==> config.mk <==
export PLATFORM = sky130hd
export DESIGN_NAME = rsse_exec
export DESIGN_NICKNAME = d
export VERILOG_FILES = /design/src/rtl/rsse_phase_gen.v /design/src/rtl/rsse_exec.v
export VERILOG_INCLUDE_DIRS = /design/src /design/src/rtl
export SDC_FILE = /design/constraint.sdc
export NUM_CORES = 1
export LEC_CHECK = 0
export ABC_AREA = 1
export BUFFER_PORTS_ARGS = -buffer_cell sky130_fd_sc_hd__buf_2
export CAP_MARGIN = 0
export CORE_MARGIN = 5
export CORE_UTILIZATION = 45
export CTS_BUF_LIST = sky130_fd_sc_hd__clkbuf_4 sky130_fd_sc_hd__clkbuf_8
export DETAILED_ROUTE_END_ITERATION = 16
export PLACE_DENSITY = 0.73
export SYNTH_ARGS = -nofsm -noshare
export SYNTH_HDL_FRONTEND = slang
export SYNTH_SLANG_ARGS = --single-unit
==> constraint.sdc <==
create_clock -name ref_clk_i -period 2.8 [get_ports ref_clk_i]
set_input_delay 0.28 -clock ref_clk_i [delete_from_list [all_inputs] [get_ports ref_clk_i]]
set_output_delay 0.28 -clock ref_clk_i [all_outputs]
set_load 0.01 [all_outputs]
==> src/rtl/rsse_consts.vh <==
// Purpose: constants for the rotate / fill / sleep execute block
// Assumes: 16-bit instruction word, 8-bit data, 4-phase instruction cycle
// Notes: definitions only
`ifndef RSSE_CONSTS_VH
`define RSSE_CONSTS_VH
`define RSSE_OPC_ROT_HI 6'h10
`define RSSE_OPC_FILL_HI 7'h34
`define RSSE_OPC_SLEEP 16'h0003
`define RSSE_FILL_VALUE 8'hff
`define RSSE_WDOG_CLEAR 8'h00
`define RSSE_POST_CLEAR 8'h00
`define RSSE_IDX_LIMIT 8'h5f
`define RSSE_DEST_BIT 9
`define RSSE_BANK_BIT 8
`define RSSE_PH_DECODE 2'h0
`define RSSE_PH_READ 2'h1
`define RSSE_PH_PROC 2'h2
`define RSSE_PH_WRITE 2'h3
`define RSSE_RST_TO_N 1'h1
`define RSSE_RST_PD_N 1'h1
`define RSSE_ACCESS_HI_BASE 4'hf
`endif

==> src/rtl/rsse_phase_gen.v <==
// Purpose: four-phase instruction cycle sequencer
// Assumes: one clock, a two-bit count marks each phase
// Notes: phase counter stops while halted
`timescale 1ns/100ps
`default_nettype none
`include "rsse_consts.vh"
module rsse_phase_gen (
    // clock and reset
    input wire ref_clk_i,
    input wire sys_rst_i,
    // control
    input wire run_i,
    // phase
    output reg [1:0] phase_o
);
    // advance one phase per clock while running
    always @(posedge ref_clk_i or posedge sys_rst_i) begin
        if (sys_rst_i) begin
            phase_o <= `RSSE_PH_DECODE;
        end else if (run_i) begin
            phase_o <= phase_o + 2'h1;
        end
    end
endmodule // rsse_phase_gen
`default_nettype wire

==> src/rtl/rsse_exec.v <==
// Purpose: execute rotate right (no carry), fill ones and sleep
// Assumes: register file and watchdog outside; inputs synchronous
// Notes: one instruction per four-phase cycle, phases 1..4 = 0..3
// Operation
// RULE_01 - rotate right, bit0 to bit7, carry kept
// RULE_02 - rotate with d clear writes working register
// RULE_03 - d 0 to working, 1 to file
// RULE_04 - fill writes all ones, no flags changed
// RULE_05 - bank bit picks access or selected bank
// RULE_06 - indexed literal offset when a=0, ext, f<=5f
// RULE_07 - sleep opcode is fixed 16'h0003
// RULE_08 - sleep clears power-down flag
// RULE_09 - sleep sets time-out flag
// RULE_10 - sleep clears watchdog and postscaler
// RULE_11 - sleep halts core in last phase
// RULE_12 - watchdog wake clears time-out flag
// RULE_13 - one word, one cycle, four phases
`timescale 1ns/100ps
`default_nettype none
`include "rsse_consts.vh"
module rsse_exec (
    // clock and reset
    input wire ref_clk_i,
    input wire sys_rst_i,
    // instruction and configuration
    input wire [15:0] instr_i,
    input wire ext_set_en_i,
    input wire [3:0] bank_select_reg_i,
    input wire [7:0] index_base_i,
    // register file read data
    input wire [7:0] file_rdata_i,
    // wake events
    input wire wake_i,
    input wire wake_watchdog_i,
    // register file access
    output reg [11:0] file_addr_o,
    output reg file_rd_o,
    output reg file_we_o,
    output reg [7:0] file_wdata_o,
    // working register write
    output reg work_we_o,
    output reg [7:0] work_wdata_o,
    // status flags
    output reg nz_we_o,
    output reg neg_o,
    output reg zero_o,
    output reg timeout_flag_n_o,
    output reg powerdown_flag_n_o,
    // watchdog control
    output reg watchdog_clear_o,
    output reg [7:0] watchdog_counter_o,
    output reg [7:0] post_count_o,
    // state
    output reg sleeping_o,
    output reg [1:0] phase_o,
    output reg [1:0] op_o
);
    // operation codes, also shown one edge late on op_o
    localparam OP_NONE = 2'h0;
    localparam OP_ROT = 2'h1;
    localparam OP_FILL = 2'h2;
    localparam OP_SLEEP = 2'h3;

    wire [1:0] phase;
    reg [1:0] op;
    reg [15:0] ir;
    reg [7:0] data;
    reg [1:0] next_op;
    reg [11:0] next_addr;

    // decode one instruction word into an operation
    // any word that is not one of the three is a no-operation
    function [1:0] rsse_decode;
        input [15:0] w;
        begin
            if (w == `RSSE_OPC_SLEEP) begin
                rsse_decode = OP_SLEEP; // [RULE_07]
            end else if (w[15:10] == `RSSE_OPC_ROT_HI) begin
                rsse_decode = OP_ROT;
            end else if (w[15:9] == `RSSE_OPC_FILL_HI) begin
                rsse_decode = OP_FILL; // [RULE_04]
            end else begin
                rsse_decode = OP_NONE;
            end
        end
    endfunction


    // phase sequencer, frozen while asleep
    // it sees sleeping_o one edge late, so the write edge of a sleep
    // still wraps it to decode, where it rests until a wake event
    rsse_phase_gen u_phase (
        .ref_clk_i(ref_clk_i),
        .sys_rst_i(sys_rst_i),
        .run_i(~sleeping_o),
        .phase_o(phase)
    );


    // effective address: access bank, selected bank or indexed offset
    // the indexed test comes first: with a=0 and the extended set on it
    // overrides the access bank for offsets up to the limit
    always @* begin
        next_op = rsse_decode(instr_i);
        if (!instr_i[`RSSE_BANK_BIT] && ext_set_en_i &&
            instr_i[7:0] <= `RSSE_IDX_LIMIT) begin
            next_addr = {4'h0, index_base_i + instr_i[7:0]}; // [RULE_06]
        end else if (instr_i[`RSSE_BANK_BIT]) begin
            next_addr = {bank_select_reg_i, instr_i[7:0]}; // [RULE_05]
        end else if (instr_i[7:0] > `RSSE_IDX_LIMIT) begin
            next_addr = {`RSSE_ACCESS_HI_BASE, instr_i[7:0]}; // [RULE_05]
        end else begin
            next_addr = {4'h0, instr_i[7:0]}; // [RULE_05]
        end
    end


    // four-phase execution: decode, read, process, write
    always @(posedge ref_clk_i or posedge sys_rst_i) begin
        if (sys_rst_i) begin
            op <= OP_NONE;
            ir <= 16'h0000;
            data <= 8'h00;
            file_addr_o <= 12'h000;
            file_rd_o <= 1'b0;
            file_we_o <= 1'b0;
            file_wdata_o <= 8'h00;
            work_we_o <= 1'b0;
            work_wdata_o <= 8'h00;
            nz_we_o <= 1'b0;
            neg_o <= 1'b0;
            zero_o <= 1'b0;
            timeout_flag_n_o <= `RSSE_RST_TO_N;
            powerdown_flag_n_o <= `RSSE_RST_PD_N;
            watchdog_clear_o <= 1'b0;
            watchdog_counter_o <= 8'h00;
            post_count_o <= 8'h00;
            sleeping_o <= 1'b0;
            phase_o <= `RSSE_PH_DECODE;
            op_o <= OP_NONE;
        end else begin
            file_rd_o <= 1'b0;
            file_we_o <= 1'b0;
            work_we_o <= 1'b0;
            nz_we_o <= 1'b0;
            watchdog_clear_o <= 1'b0;
            phase_o <= phase;
            op_o <= op;
            if (sleeping_o) begin
                // instr_i is ignored here and the phase stays at decode
                // leave sleep on a wake event
                if (wake_i || wake_watchdog_i) begin
                    sleeping_o <= 1'b0;
                end
                if (wake_watchdog_i) begin
                    timeout_flag_n_o <= 1'b0; // [RULE_12]
                end
            end else begin
                case (phase) // [RULE_13]
                    `RSSE_PH_DECODE: begin
                        // hold the word and its address for the cycle
                        ir <= instr_i;
                        op <= next_op;
                        file_addr_o <= next_addr;
                    end
                    `RSSE_PH_READ: begin
                        // sleep reads nothing in this phase
                        file_rd_o <= (op == OP_ROT) || (op == OP_FILL);
                    end
                    `RSSE_PH_PROC: begin
                        if (op == OP_ROT) begin
                            // carry is not touched
                            data <= {file_rdata_i[0], file_rdata_i[7:1]}; // [RULE_01]
                        end else begin
                            data <= `RSSE_FILL_VALUE; // [RULE_04]
                        end
                        // sleep side effects land one edge before the halt
                        if (op == OP_SLEEP) begin
                            powerdown_flag_n_o <= 1'b0; // [RULE_08]
                            timeout_flag_n_o <= 1'b1; // [RULE_09]
                            watchdog_counter_o <= `RSSE_WDOG_CLEAR; // [RULE_10]
                            post_count_o <= `RSSE_POST_CLEAR; // [RULE_10]
                            watchdog_clear_o <= 1'b1; // [RULE_10]
                        end
                    end
                    `RSSE_PH_WRITE: begin
                        case (op)
                            OP_ROT: begin
                                if (ir[`RSSE_DEST_BIT]) begin
                                    file_we_o <= 1'b1; // [RULE_01] [RULE_03]
                                    file_wdata_o <= data;
                                end else begin
                                    work_we_o <= 1'b1; // [RULE_02] [RULE_03]
                                    work_wdata_o <= data;
                                end
                                // negative and zero follow the result
                                nz_we_o <= 1'b1;
                                neg_o <= data[7];
                                zero_o <= (data == 8'h00);
                            end
                            OP_FILL: begin
                                // fill leaves every status flag alone
                                file_we_o <= 1'b1; // [RULE_04]
                                file_wdata_o <= data;
                            end
                            OP_SLEEP: begin
                                // halt; the wake branch runs from here on
                                sleeping_o <= 1'b1; // [RULE_11]
                            end
                            default: begin
                                // unknown words finish with no side effect
                                op <= OP_NONE;
                            end
                        endcase
                    end
                    default: begin
                        // phase is two bits wide, so never taken
                        op <= op;
                    end
                endcase
            end
        end
    end
endmodule // rsse_exec
`default_nettype wire

==> results.txt <==
number of synthesized flops with an enable pin - 0
IO Port Bufs - 82
max-capacitance violation count - 0
Synth Instances - 325
worst relative slew slack - 57.7%
Placement Cell Area - 3250 um2
Pre-antenna DRT Iters - 4
P&R area growth vs syn - 18.8%
Reg clk slew, reported paths - 0.10 ns
Worst Path Arrival - 2.01 ns
most frequent cells in the layout - buf_2, nand2_1, dfrtp_1, inv_1, o21ai_0
Worst Setup EP - op[0]$_DFFE_PP0P_
cts bufs inserted - 5
top-level I/O count - 99
# setup viols final - 0
VDD IR max - 0.000464 V
initial antenna violation count - 0
CTS root buffer - clkbuf_8
CTS tree - done
vias after detailed routing - 2352
Critical Path Source Type - flop
via density per instance - 4.82
sequential share of the synthesized area - 48.5%
initial core utilization - 45.6%
first-pass GRT wire length - 10.3 mm
drt total wl - 6.29 mm
largest net degree at the start of global routing - 37
wire per inst - 12.9 um
clk_skew - 0.00669 ns
Synth Register Bits - 55
Die Span X - 89.5 um
Req. time, crit path - 3.06 ns
Worst-Skew Late Latency - 0.31 ns
Reg2Reg Depth - 7
final instance area - 3380 um2
Final Hold Violating Endpoints - 0
CP endpoint kind - flop
f_max - 572 MHz
DRC viols - 0
status - finished, final reports clean
gpl congestion - 0.827
PD cells - 759 nW/um2
number of diodes - 0
DRT iter0 DRCs - 84
Post-CTS Setup Inserts - 0
Worst Max-Slew Pin Slew - 0.633 ns
cell row count - 29
Final TNS setup - 0 ns
Final period util - 62.5%
Final ANT Viol Nets - 0
Synth Flop Type - dfrtp_1
Die Ht - 89.5 um
ys async rst share - 100%
CTS Buffer Depth - 2
Post-Syn Area - 2840 um2
Core Region - 6240 um2
ratio of cells with drive above 1 in the final layout - 26.8%
RSZ-0062 raised after global routing - false
Synth cell types - 29
Avg Inst Size Synth - 8.75 um2
CTS H-Tree Depth - 2
vias in the first global route - 2297
yosys warns - 0
reg-to-reg endpoint - op[0]$_DFFE_PP0P_
most common cell after layout, fill and taps aside - buf_2
GRT overflow - 0
Period minus WS final - 1.75 ns
Die ar. - 8010 um2
Clock Sinks - 55
CP max FO - 21
GRT Resource Usage Total - 16.6%
Slew Limit Fails - 0
hold crit path type - in -> reg
Nets - 467
post-DP HPWL - 4.94 mm
Setup Crit Path Kind - reg -> reg
CP startpoint - u_phase.phase_o[0]$_DFFE_PP0N_
R2R Setup Slk - 1.05 ns
LEAKAGE - 0.00185 uW
FF-to-FF Start - u_phase.phase_o[0]$_DFFE_PP0N_
-- where the power goes --
part / total [uW] / internal [uW] / switching [uW]
Combinational: 856 / 310 / 546
Clock: 540 / 271 / 269
Sequential: 1170 / 1030 / 135
-- cells by family after synthesis --
kind of cell    Yosys count  share of synthesized area [%]
xor+xnor                  2                          0.616
compound gates           65                           13.3
fa+ha+maj                16                           7.30
buf+inv                  65                           11.5
flops                    55                           48.5
other cells               1                          0.132
simple gates            121                           18.7
-- cells in the mapped netlist (all sizes together), types with 2 or more instances --
master   n  area share [%]
a21oi   14             2.5
buf     21             5.7
dfrtp   53              47
dfstp    2             1.8
ha      15             6.6
inv     43             5.7
nand2   70             9.5
nand3   11             1.9
nand3b   2            0.53
nand4    6             1.5
nor2    25             3.8
nor3     5            0.88
o21ai   47             9.3
o31ai    2            0.53
xnor2    2            0.62
-- sequential cells by signal, indices dropped and copies added, names as in the netlist, 2 cells and up --
register,cells
file_addr_o,12
data,8
u_phase.phase_o,2
work_wdata_o,8
phase_o,2
op,2
op_o,2
file_wdata_o,8
-- metal layers --
layer,vias to the layer above,share of wire (%),global-route usage (%)
met5,-,0,0
met4,0,2.1,7.04
met3,12,7.7,4.42
met2,78,49,28.1
met1,1080,41,20.1
li1,1182,-,-
-- per-stage QoR --
| step | power [uW] | util [%] | hold slack, ns | instances | worst slack, ns |
|---|---|---|---|---|---|
| final | 2560 | 54.1 | 0.144 | 488 | 1.05 |
| after global routing | 2770 | 54.1 | 0.134 | 488 | 0.828 |
| after CTS | 2590 | 54.1 | 0.139 | 488 | 1.03 |
| after detailed placement | 2050 | 52.1 | 0.308 | 479 | 1.05 |
| after global placement | 2020 | 52.1 | 0.307 | 479 | 1.14 |
| after floorplan | 1740 | - | 0.378 | 340 | 1.18 |
-- how the worst min path moves through the flow --
stage / depth (start not counted) / end / start / slack (ns)
after global routing: 2 / sleeping_o$_DFF_PP0_ / wake_i / 0.13
after floorplan: 1 / sleeping_o$_DFF_PP0_ / wake_i / 0.38
final: 2 / sleeping_o$_DFF_PP0_ / wake_i / 0.14
after detailed placement: 2 / work_wdata_o[6]$_DFFE_PP0P_ / sys_rst_i / 0.31
after global placement: 2 / work_wdata_o[7]$_DFFE_PP0P_ / sys_rst_i / 0.31
after CTS: 2 / sleeping_o$_DFF_PP0_ / wake_i / 0.14
-- critical path: stages (launching register included) --
cell and delay, ns:
dfrtp_1 0.43, inv_1 0.09, ha_1 0.19, nand2_1 0.47
inv_2 0.17, o22ai_1 0.20, nand2_1 0.08, nand2_1 0.07
-- timing repair --
item / CTS / global route
resized for setup: 0 / 0
hold buffers: 1 / 0
hold endpoints to repair: 19 / 0
-- layout make-up --
type	count	area, um2
Tap cell	77	96.3
Fill cell	603	2860
Clock buffer	5	68.8
Multi-Input combinational cell	220	1190
Sequential cell	55	1380
Inverter	44	165
Clock inverter	3	47.5
Timing Repair Buffer	84	428
No activity file was read; power rests on OpenSTA's default activity.
